$ cat config.mk
export PLATFORM = sky130hd
export DESIGN_NAME = nibcpu_core
export DESIGN_NICKNAME = d
export VERILOG_FILES = /design/src/design/nibcpu_pkg.sv /design/src/design/nibcpu_core.sv /design/src/design/nibcpu_decode.sv
export SDC_FILE = /design/constraint.sdc
export NUM_CORES = 2
export LEC_CHECK = 0
export ABC_CLOCK_PERIOD_IN_PS = 15600
export BUFFER_PORTS_ARGS = -buffer_cell sky130_fd_sc_hd__buf_2
export CORE_ASPECT_RATIO = 0.7
export CORE_MARGIN = 2
export CORE_UTILIZATION = 35
export DETAILED_ROUTE_END_ITERATION = 8
export SLEW_MARGIN = 15
export SYNTH_ARGS = -nofsm -noshare
export SYNTH_HDL_FRONTEND = slang
export SYNTH_HIERARCHICAL = 1
export SYNTH_SLANG_ARGS = --single-unit
$ cat constraint.sdc
create_clock -name ref_clk_i -period 15.6 [get_ports ref_clk_i]
set_clock_uncertainty 0.2 [all_clocks]
set_input_delay 3.12 -clock ref_clk_i [delete_from_list [all_inputs] [get_ports ref_clk_i]]
set_output_delay 3.12 -clock ref_clk_i [all_outputs]
set_load 0.02 [all_outputs]
$ cat src/design/nibcpu_pkg.sv
// Constants, types and encodings shared by the nibble core files
package nibcpu_pkg;

  // ----------------------------------------------------------------
  // Core sizes
  // ----------------------------------------------------------------
  localparam int PC_W   = 14;
  localparam int PAGE_W = 7;
  localparam int DP_W   = 10;
  localparam int SK_N   = 8;
  localparam int SP_W   = 3;
  localparam int INS_W  = 10;

  // ----------------------------------------------------------------
  // Fixed opcodes
  // ----------------------------------------------------------------
  localparam logic [9:0] OPC_NOP   = 10'h000;
  localparam logic [9:0] OPC_LOAD_EXT_FROM_PAIR  = 10'h200;
  localparam logic [9:0] OPC_TABE  = 10'h201;
  localparam logic [9:0] OPC_READ_STACK_POINTER  = 10'h202;
  localparam logic [9:0] OPC_RT    = 10'h203;
  localparam logic [9:0] OPC_RTS   = 10'h204;
  localparam logic [9:0] OPC_SKEXT = 10'h205;
  localparam logic [9:0] OPC_SKT1  = 10'h206;
  localparam logic [9:0] OPC_SKT2  = 10'h207;
  localparam logic [9:0] OPC_SKCNV = 10'h208;
  localparam logic [9:0] OPC_RDRES = 10'h209;
  localparam logic [9:0] OPC_RDLOW = 10'h20a;
  localparam logic [9:0] OPC_WRP2  = 10'h20b;
  localparam logic [9:0] OPC_TAM   = 10'h20c;
  localparam logic [9:0] OPC_TMA   = 10'h20d;
  localparam logic [9:0] OPC_TAB   = 10'h20e;
  localparam logic [9:0] OPC_TBA   = 10'h20f;
  localparam logic [9:0] OPC_TDA   = 10'h210;
  localparam logic [9:0] OPC_CONV  = 10'h29f;

  // ----------------------------------------------------------------
  // Register map and fields
  // ----------------------------------------------------------------
  localparam logic [4:0] REG_CTRL  = 5'h00;
  localparam logic [4:0] REG_CORE  = 5'h04;
  localparam logic [4:0] REG_WORK  = 5'h08;
  localparam logic [4:0] REG_ISTAT = 5'h0c;
  localparam logic [4:0] REG_IMASK = 5'h10;
  localparam int CTRL_RUN = 0;
  localparam int CTRL_V10 = 1;
  localparam int CTRL_V12 = 2;
  localparam int CTRL_V13 = 3;
  localparam int CTRL_V22 = 4;
  localparam int CTRL_Q13 = 5;
  localparam int CTRL_W   = 6;
  localparam logic [5:0] CTRL_RST = 6'h00;
  localparam int EV_EXT = 0;
  localparam int EV_T1  = 1;
  localparam int EV_T2  = 2;
  localparam int EV_CNV = 3;
  localparam int EV_W   = 4;

  // ----------------------------------------------------------------
  // Types
  // ----------------------------------------------------------------
  typedef enum logic [4:0] {
    OP_NOP, OP_LOAD_EXT_FROM_PAIR, OP_TABE, OP_READ_STACK_POINTER, OP_RT, OP_RTS, OP_SKEXT,
    OP_SKT1, OP_SKT2, OP_SKCNV, OP_RDRES, OP_RDLOW, OP_WRP2,
    OP_TAM, OP_TMA, OP_TAB, OP_TBA, OP_TDA, OP_CONV, OP_ADDI,
    OP_LA, OP_SEA, OP_LZ, OP_ROM_TABLE_LOOKUP, OP_B, OP_BM, OP_LXY
  } nibcpu_op_e;

  typedef struct packed {
    nibcpu_op_e op;
    logic [7:0] imm;
  } nibcpu_dec_s;

  typedef enum logic [2:0] {
    ST_RUN  = 3'b001,
    ST_LOOK = 3'b010,
    ST_RET  = 3'b100
  } nibcpu_fsm_e;

endpackage

$ cat src/design/nibcpu_core.sv
// Nibble core executor with register bus, flags and interrupt
//
// Implementation choices: the register offsets and the Avalon-MM slave port.
`timescale 1ns/1ps
module nibcpu_core (
  input  wire logic        ref_clk_i,
  input  wire logic        arst_n_i,
  // Program ROM, combinational outside
  output logic [13:0]      rom_addr_o,
  input  wire logic [9:0]  rom_data_i,
  // Event sources
  input  wire logic        ext_int_i,
  input  wire logic        timer1_uf_i,
  input  wire logic        timer2_uf_i,
  input  wire logic        conv_done_i,
  input  wire logic [9:0]  conv_result_i,
  // Converter and port
  output logic             conv_start_o,
  output logic             conv_cmp_mode_o,
  output logic [1:0]       p2_o,
  output logic             irq_o,
  // Avalon-MM slave
  input  wire logic [4:0]  avs_address_i,
  input  wire logic        avs_read_i,
  input  wire logic        avs_write_i,
  input  wire logic [31:0] avs_writedata_i,
  input  wire logic [3:0]  avs_byteenable_i,
  output logic [31:0]      avs_readdata_o,
  output logic             avs_waitrequest_o
);

  // ----------------------------------------------------------------
  // State
  // ----------------------------------------------------------------
  typedef struct packed {
    nibcpu_pkg::nibcpu_fsm_e fsm;
    logic [13:0]             pc;
    logic [13:0]             rom_addr;
    logic [7:0][13:0]        sk;
    logic [2:0]              sp;
    logic [3:0]              acc;
    logic [3:0]              b;
    logic [7:0]              e;
    logic [2:0]              d;
    logic [3:0]              x;
    logic [3:0]              y;
    logic [1:0]              z;
    logic                    skip;
    logic [5:0]              ctrl;
    logic [3:0]              flag;
    logic [3:0]              istat;
    logic [3:0]              imask;
    logic                    irq;
    logic [1:0]              p2;
    logic                    conv_start;
    logic                    ack;
    logic [31:0]             rdata;
    logic [1:0]              sync;
    logic                    ext_prev;
  } nibcpu_core_s;

  nibcpu_core_s           q_ff;
  nibcpu_core_s           nxt_q;
  nibcpu_pkg::nibcpu_dec_s dec;
  logic [3:0]             ram [0:1023];
  logic [9:0]             dp;
  logic                   ram_we;
  logic [3:0]             mem_rd;
  logic [3:0]             events;
  logic [3:0]             flag_clr;
  logic                   ext_edge;
  logic                   bus_req;
  logic                   bus_done;
  logic [13:0]            npc;
  logic [2:0]             sp_up;
  logic [4:0]             sum;

  // ----------------------------------------------------------------
  // Decoder
  // ----------------------------------------------------------------
  nibcpu_decode u_decode (
    .instr_i (rom_data_i),
    .dec_o   (dec)
  );

  // ----------------------------------------------------------------
  // Data memory
  // ----------------------------------------------------------------
  assign dp     = {q_ff.z, q_ff.x, q_ff.y};
  assign mem_rd = ram[dp];

  // Array kept outside the reset struct: no reset needed, maps to RAM
  always_ff @(posedge ref_clk_i) begin
    if (ram_we) begin
      ram[dp] <= q_ff.acc;
    end
  end

  // ----------------------------------------------------------------
  // Helpers
  // ----------------------------------------------------------------
  function automatic logic reg_hit(input logic [4:0] a,
                                   input logic [4:0] off);
    reg_hit = (a == off);
  endfunction

  assign ext_edge = q_ff.sync[1] & ~q_ff.ext_prev;
  assign events   = {conv_done_i, timer2_uf_i, timer1_uf_i, ext_edge};
  assign sp_up    = q_ff.sp + 3'h1;
  assign bus_req  = avs_read_i | avs_write_i;
  assign bus_done = bus_req & q_ff.ack;

  // ----------------------------------------------------------------
  // Next state
  // ----------------------------------------------------------------
  always_comb begin
    nxt_q      = q_ff;
    ram_we     = 1'b0;
    flag_clr   = 4'h0;
    npc        = q_ff.pc + 14'h0001;
    sum        = {1'b0, q_ff.acc} + {1'b0, dec.imm[3:0]};
    nxt_q.sync = {q_ff.sync[0], ext_int_i};
    nxt_q.ext_prev   = q_ff.sync[1];
    nxt_q.conv_start = 1'b0;

    case (q_ff.fsm)
      nibcpu_pkg::ST_RUN: begin
        if (q_ff.ctrl[nibcpu_pkg::CTRL_RUN]) begin
          nxt_q.skip = 1'b0;
          // A skipped word is still fetched; only its effect is dropped
          if (!q_ff.skip) begin
            case (dec.op)
              nibcpu_pkg::OP_LOAD_EXT_FROM_PAIR: begin
                nxt_q.e = {q_ff.b, q_ff.acc};
              end
              nibcpu_pkg::OP_TABE: begin
                nxt_q.b   = q_ff.e[7:4];
                nxt_q.acc = q_ff.e[3:0];
              end
              nibcpu_pkg::OP_READ_STACK_POINTER: begin
                nxt_q.acc = {1'b0, q_ff.sp};
              end
              nibcpu_pkg::OP_RT,
              nibcpu_pkg::OP_RTS: begin
                npc        = q_ff.sk[q_ff.sp];
                nxt_q.sp   = q_ff.sp - 3'h1;
                nxt_q.skip = (dec.op == nibcpu_pkg::OP_RTS);
                nxt_q.fsm  = nibcpu_pkg::ST_RET;
              end
              nibcpu_pkg::OP_ROM_TABLE_LOOKUP: begin
                // The table word arrives next cycle on the redirected fetch
                nxt_q.sp        = sp_up;
                nxt_q.sk[sp_up] = npc;
                npc = {2'b00, dec.imm[4:0], q_ff.d, q_ff.acc};
                nxt_q.fsm = nibcpu_pkg::ST_LOOK;
              end
              nibcpu_pkg::OP_BM: begin
                // Eight levels only: a ninth call wraps and overwrites the oldest
                nxt_q.sp        = sp_up;
                nxt_q.sk[sp_up] = npc;
                npc = {7'h02, dec.imm[6:0]};
              end
              nibcpu_pkg::OP_B: begin
                npc = {q_ff.pc[13:7], dec.imm[6:0]};
              end
              nibcpu_pkg::OP_SEA: begin
                nxt_q.skip = (q_ff.acc == dec.imm[3:0]);
              end
              nibcpu_pkg::OP_ADDI: begin
                nxt_q.acc  = sum[3:0];
                nxt_q.skip = ~sum[4];
              end
              nibcpu_pkg::OP_LA: begin
                nxt_q.acc = dec.imm[3:0];
              end
              nibcpu_pkg::OP_LXY: begin
                nxt_q.x = dec.imm[7:4];
                nxt_q.y = dec.imm[3:0];
              end
              nibcpu_pkg::OP_LZ: begin
                nxt_q.z = dec.imm[1:0];
              end
              nibcpu_pkg::OP_TDA: begin
                nxt_q.d = q_ff.acc[2:0];
              end
              nibcpu_pkg::OP_TAM: begin
                nxt_q.acc = mem_rd;
              end
              nibcpu_pkg::OP_TMA: begin
                ram_we = 1'b1;
              end
              nibcpu_pkg::OP_TAB: begin
                nxt_q.acc = q_ff.b;
              end
              nibcpu_pkg::OP_TBA: begin
                nxt_q.b = q_ff.acc;
              end
              nibcpu_pkg::OP_SKEXT: begin
                if (!q_ff.ctrl[nibcpu_pkg::CTRL_V10]) begin
                  nxt_q.skip = q_ff.flag[nibcpu_pkg::EV_EXT];
                  flag_clr[nibcpu_pkg::EV_EXT] = 1'b1;
                end
              end
              nibcpu_pkg::OP_SKT1: begin
                if (!q_ff.ctrl[nibcpu_pkg::CTRL_V12]) begin
                  nxt_q.skip = q_ff.flag[nibcpu_pkg::EV_T1];
                  flag_clr[nibcpu_pkg::EV_T1] = 1'b1;
                end
              end
              nibcpu_pkg::OP_SKT2: begin
                if (!q_ff.ctrl[nibcpu_pkg::CTRL_V13]) begin
                  nxt_q.skip = q_ff.flag[nibcpu_pkg::EV_T2];
                  flag_clr[nibcpu_pkg::EV_T2] = 1'b1;
                end
              end
              nibcpu_pkg::OP_SKCNV: begin
                if (!q_ff.ctrl[nibcpu_pkg::CTRL_V22]) begin
                  nxt_q.skip = q_ff.flag[nibcpu_pkg::EV_CNV];
                  flag_clr[nibcpu_pkg::EV_CNV] = 1'b1;
                end
              end
              nibcpu_pkg::OP_CONV: begin
                // Mode output selects conversion or comparator
                nxt_q.conv_start = 1'b1;
                flag_clr[nibcpu_pkg::EV_CNV] = 1'b1;
              end
              nibcpu_pkg::OP_RDRES: begin
                if (q_ff.ctrl[nibcpu_pkg::CTRL_Q13]) begin
                  nxt_q.b   = conv_result_i[7:4];
                  nxt_q.acc = conv_result_i[3:0];
                end else begin
                  nxt_q.b   = conv_result_i[9:6];
                  nxt_q.acc = conv_result_i[5:2];
                end
              end
              nibcpu_pkg::OP_RDLOW: begin
                nxt_q.acc = {conv_result_i[1:0], 2'b00};
              end
              nibcpu_pkg::OP_WRP2: begin
                nxt_q.p2 = q_ff.acc[1:0];
              end
              default: begin
              end
            endcase
          end
          nxt_q.pc       = npc;
          nxt_q.rom_addr = npc;
        end
      end
      nibcpu_pkg::ST_LOOK: begin
        // ROM word of the table address is on the fetch bus now
        nxt_q.b        = rom_data_i[7:4];
        nxt_q.acc      = rom_data_i[3:0];
        nxt_q.pc       = q_ff.sk[q_ff.sp];
        nxt_q.rom_addr = q_ff.sk[q_ff.sp];
        nxt_q.sp       = q_ff.sp - 3'h1;
        nxt_q.fsm      = nibcpu_pkg::ST_RUN;
      end
      nibcpu_pkg::ST_RET: begin
        // Return target is already being fetched; this cycle only waits
        nxt_q.fsm = nibcpu_pkg::ST_RUN;
      end
      default: begin
        nxt_q.fsm = nibcpu_pkg::ST_RUN;
      end
    endcase

    // ----------------------------------------------------------------
    // Request flags
    // ----------------------------------------------------------------

    // Set wins over a same-cycle clear
    nxt_q.flag = (q_ff.flag & ~flag_clr) | events;

    // ----------------------------------------------------------------
    // Register bus: one wait cycle, data captured in the first
    // ----------------------------------------------------------------
    nxt_q.ack = bus_req & ~q_ff.ack;
    if (avs_read_i && !q_ff.ack) begin
      nxt_q.rdata = 32'h0000_0000;
      if (reg_hit(avs_address_i, nibcpu_pkg::REG_CTRL)) begin
        nxt_q.rdata[5:0] = q_ff.ctrl;
      end
      if (reg_hit(avs_address_i, nibcpu_pkg::REG_CORE)) begin
        nxt_q.rdata[20:0] = {q_ff.flag, q_ff.sp, q_ff.pc};
      end
      if (reg_hit(avs_address_i, nibcpu_pkg::REG_WORK)) begin
        nxt_q.rdata[30:0] = {q_ff.p2, q_ff.z, q_ff.x, q_ff.y, q_ff.d,
                             q_ff.e, q_ff.b, q_ff.acc};
      end
      if (reg_hit(avs_address_i, nibcpu_pkg::REG_ISTAT)) begin
        nxt_q.rdata[3:0] = q_ff.istat;
      end
      if (reg_hit(avs_address_i, nibcpu_pkg::REG_IMASK)) begin
        nxt_q.rdata[3:0] = q_ff.imask;
      end
    end

    // ----------------------------------------------------------------
    // Interrupt status
    // ----------------------------------------------------------------

    // Only bits already reported are cleared, so a new event survives
    nxt_q.istat = q_ff.istat | events;
    if (bus_done && avs_read_i &&
        reg_hit(avs_address_i, nibcpu_pkg::REG_ISTAT)) begin
      nxt_q.istat = (q_ff.istat & ~q_ff.rdata[3:0]) | events;
    end

    if (bus_done && avs_write_i && avs_byteenable_i[0]) begin
      if (reg_hit(avs_address_i, nibcpu_pkg::REG_CTRL)) begin
        nxt_q.ctrl = avs_writedata_i[5:0];
      end
      if (reg_hit(avs_address_i, nibcpu_pkg::REG_IMASK)) begin
        nxt_q.imask = avs_writedata_i[3:0];
      end
    end

    nxt_q.irq = |(nxt_q.istat & nxt_q.imask);
  end

  // ----------------------------------------------------------------
  // State register
  // ----------------------------------------------------------------
  always_ff @(posedge ref_clk_i or negedge arst_n_i) begin
    if (!arst_n_i) begin
      q_ff      <= '0;
      q_ff.fsm  <= nibcpu_pkg::ST_RUN;
      q_ff.ctrl <= nibcpu_pkg::CTRL_RST;
    end else begin
      q_ff <= nxt_q;
    end
  end

  // ----------------------------------------------------------------
  // Outputs
  // ----------------------------------------------------------------
  assign rom_addr_o        = q_ff.rom_addr;
  assign conv_start_o      = q_ff.conv_start;
  assign conv_cmp_mode_o   = q_ff.ctrl[nibcpu_pkg::CTRL_Q13];
  assign p2_o              = q_ff.p2;
  assign irq_o             = q_ff.irq;
  assign avs_readdata_o    = q_ff.rdata;
  assign avs_waitrequest_o = bus_req & ~q_ff.ack;

endmodule

$ cat src/design/nibcpu_decode.sv
// Instruction word to operation decoder
`timescale 1ns/1ps
module nibcpu_decode (
  input  wire logic [9:0]         instr_i,
  output nibcpu_pkg::nibcpu_dec_s dec_o
);

  always_comb begin
    dec_o.imm = instr_i[7:0];
    casez (instr_i)
      nibcpu_pkg::OPC_LOAD_EXT_FROM_PAIR:  dec_o.op = nibcpu_pkg::OP_LOAD_EXT_FROM_PAIR;
      nibcpu_pkg::OPC_TABE:  dec_o.op = nibcpu_pkg::OP_TABE;
      nibcpu_pkg::OPC_READ_STACK_POINTER:  dec_o.op = nibcpu_pkg::OP_READ_STACK_POINTER;
      nibcpu_pkg::OPC_RT:    dec_o.op = nibcpu_pkg::OP_RT;
      nibcpu_pkg::OPC_RTS:   dec_o.op = nibcpu_pkg::OP_RTS;
      nibcpu_pkg::OPC_SKEXT: dec_o.op = nibcpu_pkg::OP_SKEXT;
      nibcpu_pkg::OPC_SKT1:  dec_o.op = nibcpu_pkg::OP_SKT1;
      nibcpu_pkg::OPC_SKT2:  dec_o.op = nibcpu_pkg::OP_SKT2;
      nibcpu_pkg::OPC_SKCNV: dec_o.op = nibcpu_pkg::OP_SKCNV;
      nibcpu_pkg::OPC_RDRES: dec_o.op = nibcpu_pkg::OP_RDRES;
      nibcpu_pkg::OPC_RDLOW: dec_o.op = nibcpu_pkg::OP_RDLOW;
      nibcpu_pkg::OPC_WRP2:  dec_o.op = nibcpu_pkg::OP_WRP2;
      nibcpu_pkg::OPC_TAM:   dec_o.op = nibcpu_pkg::OP_TAM;
      nibcpu_pkg::OPC_TMA:   dec_o.op = nibcpu_pkg::OP_TMA;
      nibcpu_pkg::OPC_TAB:   dec_o.op = nibcpu_pkg::OP_TAB;
      nibcpu_pkg::OPC_TBA:   dec_o.op = nibcpu_pkg::OP_TBA;
      nibcpu_pkg::OPC_TDA:   dec_o.op = nibcpu_pkg::OP_TDA;
      nibcpu_pkg::OPC_CONV:  dec_o.op = nibcpu_pkg::OP_CONV;
      10'b00_0100_10??:      dec_o.op = nibcpu_pkg::OP_LZ;
      10'b00_0101_????:      dec_o.op = nibcpu_pkg::OP_SEA;
      10'b00_0110_????:      dec_o.op = nibcpu_pkg::OP_ADDI;
      10'b00_0111_????:      dec_o.op = nibcpu_pkg::OP_LA;
      10'b00_100?_????:      dec_o.op = nibcpu_pkg::OP_ROM_TABLE_LOOKUP;
      10'b01_0???_????:      dec_o.op = nibcpu_pkg::OP_BM;
      10'b01_1???_????:      dec_o.op = nibcpu_pkg::OP_B;
      10'b11_????_????:      dec_o.op = nibcpu_pkg::OP_LXY;
      default:               dec_o.op = nibcpu_pkg::OP_NOP;
    endcase
  end

endmodule

Yosys cells after proc, flatten, opt, wreduce, memory -nomap -nowiden:

Memories as Yosys holds them, arrays and structs flattened.
Index checks and enable logic that the tools add are counted.

* flip-flop bits (word level): 233
* bits in writable memories: 4096
* input bits: 69
* output and inout bits: 52
* logic and storage cells: 203
* memories: 1

Memory list
* ram: depth 1024, bits a word 4, read ports 1, clocked after memory_dff 0, write ports 1, line nibcpu_core.sv:65 `logic [3:0] ram [0:1023];`

* add/subtract/negate cells: 4
* $lt $le $gt $ge: 3
* equality and inequality tests: 65
* multiplexer cells: 58
* bitwise operators: 16
* reduce and logical (&&, ||, !) cells: 25

Operators with widths (count)
* $eq A10 B10 Y1 const B: 18
* $mux W176: 1
* $mux W145: 1
* $pmux W5 S26: 1
* $bwmux W112: 1
* $mux W112: 1
* $eq A5 B5 Y1 const B: 12
* $pmux W14 S4: 1
* $pmux W28 S2: 1
* $eq A5 B4 Y1 const B: 10
* $bmux W14 S3: 1
* $demux W14 S3: 1
* $mux W14: 3
* $reduce_and A4 Y1: 9
* $mux W4: 8
* $pmux W4 S8: 1
* $mux W31: 1
* $eq A5 B3 Y1 const B: 6
* $mux W8: 3
* $pmux W11 S2: 1
* $mux W1: 21
* $mux W21: 1
* $eq A6 B3 Y1 const B: 3
* $add A14 B1 Y14 const B: 1
* 38 further kinds: 64

Logic depth before layout (Yosys ltp):

* depth after elaboration: 10
* mapped depth: 16

Hierarchy:

The synthesis kept the hierarchy.

By module, submodules not included
* nibcpu_core: instances 1, cells each 10531, area an instance 171612.1 um^2, sequential area each 128479.5 um^2
* nibcpu_decode: instances 1, cells each 54, area an instance 397.9 um^2, sequential area each 0.0 um^2

Worst setup path before layout:

OpenSTA, ideal clock, no wires.

* path type: reg-to-reg
* start point: register q_ff[85] (netlist bit)
* end point: register q_ff[87] (netlist bit)
* library setup time: 0.136 ns
* arrival: 14.789 ns
* path slack: 0.475 ns
* cell stages (with the launch flop): 8
* path through: dfrtp_1 -> ha_1 -> a21o_1 -> a21oi_1 -> xnor2_1 -> a2111oi_0 -> nor4bb_1 -> a31oi_1

* word-level cells in the longest chain between the ends: 5

Ends and longest elaborated chain
* start: declaration: line nibcpu_core.sv:62 `nibcpu_core_s q_ff;`
* start signal: assignment: line nibcpu_core.sv:331 `q_ff <= nxt_q;`
* $add A4 B4 Y5: line nibcpu_core.sv:121 `sum = {1'b0, q_ff.acc} + {1'b0, dec.imm[3:0]};`
* $pmux W4 S8: line nibcpu_core.sv:132 `case (dec.op)`
* $mux W145: line nibcpu_core.sv:131 `if (!q_ff.skip) begin`
* $mux W176: line nibcpu_core.sv:128 `if (q_ff.ctrl[nibcpu_pkg::CTRL_RUN]) begin`
* $pmux W11 S2: line nibcpu_core.sv:126 `case (q_ff.fsm)`

No other way between the ends. The select of a mux whose other input is x is not followed.
A chain may end at the register's enable or synchronous reset.

==> results.txt <==
The netlist area before placement came out at 172000 sq um. The worst register-to-register path ends at q_ff[87]. The worst register-to-register path has a depth of 12. The routed via count is 97350. The sequential-to-total area share from yosys stat came out at 74.69%.

The total routing usage reported by global routing is 19.16%. The worst setup path is captured at a flop. For the worst-skew pair, the clock arrives at the later sink with an insertion delay of 960 ps. Summed over all instances, the cell type with the most area after synthesis is edfxtp_1. The net count of the mapped netlist came out at 10660. The placer's final routability congestion estimate is 0.8526. The cell at the slowest stage of the critical path is nor4_4. The worst hold-check path type is reg2reg. The number of filler instances in the final layout came out at 44800. The site row count is 215. The worst path meets setup with 7613 ps of slack.

The first-iteration detailed-routing DRC count came out at 13850. The power per cell area is 125.5 nW/um^2. After detailed routing, the number of remaining DRC violations is 0. The count of TritonRoute iterations in the first routing pass is 6. The headroom to the max-slew limit is 16.91%. The area fraction in compound gates after synthesis is 5.004%. In this run, CTS created clock tree buffers numbering 385. Among all cell types in the netlist, the one instantiated most often is edfxtp_1.

The post-CTS setup repair buffer count is 0. The simple-gate area share of the yosys netlist came out at 4.815%. After detailed routing, the average wire length per cell comes to 28.63 microns. The final hold violation count is 0. The commonest cells after synthesis are edfxtp_1, mux2i_1, nor2_1. The top-area cell type share of the netlist area is 71.51%.

In this run the vertical extent of the chip is 590.5 microns. The first global-routing pass estimated 696500 microns of wire. The design area is 191300 sq um.

After layout, the minimum clock period comes to 7987 ps. The multiplexer area fraction after synthesis is 12.96%. The number of cells in the design after placement is 16630.

The post-synthesis share of cell area spent on full adders, half adders and majority gates came out at 0.06256%. Cells fill 39.07% of the core in the end. The worst register-to-register path begins at dp[1].

The via count of the first global-routing pass is 91470. The per-cell via count in the routed design is 5.610. The register-to-register setup slack is 8580 ps. Final hold analysis gives a worst-case slack of 173.4 ps. The clock-pin transition on the worst setup and hold timing paths is 60 ps. The biggest cell delay along the critical path came out at 1040 ps. The count of clock tree sinks came out at 4315. Of the total synthesized cell area, the portion taken by XOR and XNOR cells is 0.1171%.

The flip-flop cell with the highest count after synthesis is edfxtp_1. The clock tree from TritonCTS is yes. In this run the mean area of a mapped cell was 16.25 sq um. The largest driver fanout on the critical path is 21. At the pin with the least slew margin, the transition time is 1245 ps.

The residual overflow from global routing is 0. The multi-input logic area is 39960 sq um. The largest net degree at the start of global routing came out at 201. The core region is 489600 sq um. The critical path data required time came out at 15990 ps.

The width of the chip came out at 841.9 microns. The kind of cell with the highest combined delay on the critical path is simple AND/OR/NAND/NOR gates. The H-tree generated during clock tree synthesis spans 5 levels. The leakage power figure is 78.13 nW. The count of flip-flops with a built-in enable after synthesis came out at 4096. The cell sitting at the root of the clock tree is a clkbuf_16. The flow ran to the end, and the final reports show no timing, DRC or antenna violations. In this run the remaining antenna-violating nets after routing total 0. The initial antenna violation count is 41. Static timing analysis puts the maximum clock frequency at 125.2 MHz. In this run the most critical hold path is launched from nxt_q[0].

The buffer and inverter count on the worst path is 2. The overall power of the completed layout is 24.01 mW. Counting along the longest clock path gives a buffer depth of 4. The sequential cell area came out at 128500 sq um. Across the run, the number of max-cap violations was 0.

The detailed placer's ending HPWL came out at 285200 microns. By area the synthesized netlist is led by edfxtp_1, mux2i_1, o22ai_1. The proportion of register bits with asynchronous set or reset after synthesis came out at 5.075%. The data arrival at the endpoint of the critical path is 8380 ps. The number of I/O port buffers is 90.

The total stage count of the critical path is 10. The unique cell type count in the Yosys netlist came out at 81. The number of setup violations in the final report came out at 0. The setup slack after placement is 6794 ps. The I/O pin total is 121. The net count of the finished layout is 10590. The number of max-slew violations in the final report is 0. In this run, synthesis produced a sequential element count of 4315.

Leaving out filler cells and counting taps, the final layout contains 17350. The final wirelength is 496900 microns. In this run, post-CTS hold repair placed 0 buffers. The worst setup path is of the in2reg kind. The final cycle utilization of the critical path came out at 51.20%.

Traced cell by cell, the critical path runs through buf_2, nor4b_1, a21oi_1, nor2b_1, a211o_1, nand3_1, nor4_4, nand3_4, buf_4, nor2_1. The layout cell share with drive strength beyond 1 came out at 9.513%. Once placement finished, the instance area stood at 179200 sq um. The hold-critical path endpoint is q_ff[0]. In the final timing run, aggregate negative setup slack is 0 ps.

Setup repair after global routing left no endpoint under its margin. The starting density of the core came out at 35.13%. The worst setup path is launched from a primary input.

Along the worst hold path, the cell count comes to 0. By area, the combinational part of the netlist is dominated by multiplexers. The number of standard cells after synthesis came out at 10590.

The number of cells upsized or downsized after cts is 0. The floorplan die area came out at 497200 sq um. The largest voltage drop on the vdd net came out at 0.09685 mV. The area overhead of the layout relative to synthesis came out at 11.21%.

The synthesis warning total is 6.
-- cell usage in the layout (no fill, tap or decap), drive strengths merged, types with 161 or more instances in the layout --
master  instances
nor4          216
dfrtp         218
nor2         1182
clkinv        161
edfxtp       4096
o22ai         946
buf           337
mux2i        2076
clkbuf        479
o21ai         166
nand2         254
-- how the worst max path moves through the flow --
stage / startpoint / endpoint / slack [ps]
6_report: rom_data_i[4] / ram[422][1] / 7610
4_1_cts: rom_data_i[4] / ram[422][1] / 7810
5_1_grt: rom_data_i[4] / ram[422][1] / 7530
3_3_place_gp: rom_data_i[4] / ram[422][1] / 6820
3_5_place_dp: rom_data_i[4] / ram[422][1] / 6790
2_1_floorplan: q_ff[85] / q_ff[87] / 480
-- power breakdown --
group / total (mW) / leakage, nW / internal (mW) / switching, mW
Combinational: 1.74 / 24.7 / 0.515 / 1.22
Clock: 9.37 / 5.83 / 5.05 / 4.32
Sequential: 12.9 / 47.5 / 12.8 / 0.0608
-- sequential cells by signal (all words and copies together), names as in the netlist, named ones only --
name             count
q_ff                59
irq_o                1
avs_readdata_o      31
ram               4096
p2_o                 2
conv_start_o         1
nxt_q                2
dp                  10
conv_cmp_mode_o      1
-- logic make-up (layout without fill, tap and decap cells) --
| logic type | count (synthesis) | count (layout) |
|---|---|---|
| xor+xnor | 23 | 23 |
| fa+ha+maj | 8 | 8 |
| compound gates | 1364 | 1364 |
| simple gates | 1895 | 1895 |
| buf+inv | 812 | 1044 |
| flops | 4315 | 4315 |
| mux | 2167 | 2167 |
| other cells | 1 | 28 |
-- layout make-up --
cell class	count	share of cell area, %
clock buffers	479	5.336
inverters	14	0.02747
well taps	6510	4.258
clock inverters	214	0.9111
diodes	27	0.03532
flip-flops and latches	4315	67.18
repair buffers	337	1.367
multi-input cells	5458	20.89
-- metal layers --
metal | vias to the layer above | share of wire [%] | wire length [microns] | track usage (%)
li1 | 41290 | - | - | -
met1 | 50290 | 45 | 222400 | 29.72
met2 | 5134 | 42 | 206400 | 26.83
met3 | 621 | 11 | 56710 | 4.864
met4 | 12 | 2.2 | 11070 | 4.159
met5 | - | 0.073 | 365 | 0.4370
No activity file was read; power rests on OpenSTA's default activity.
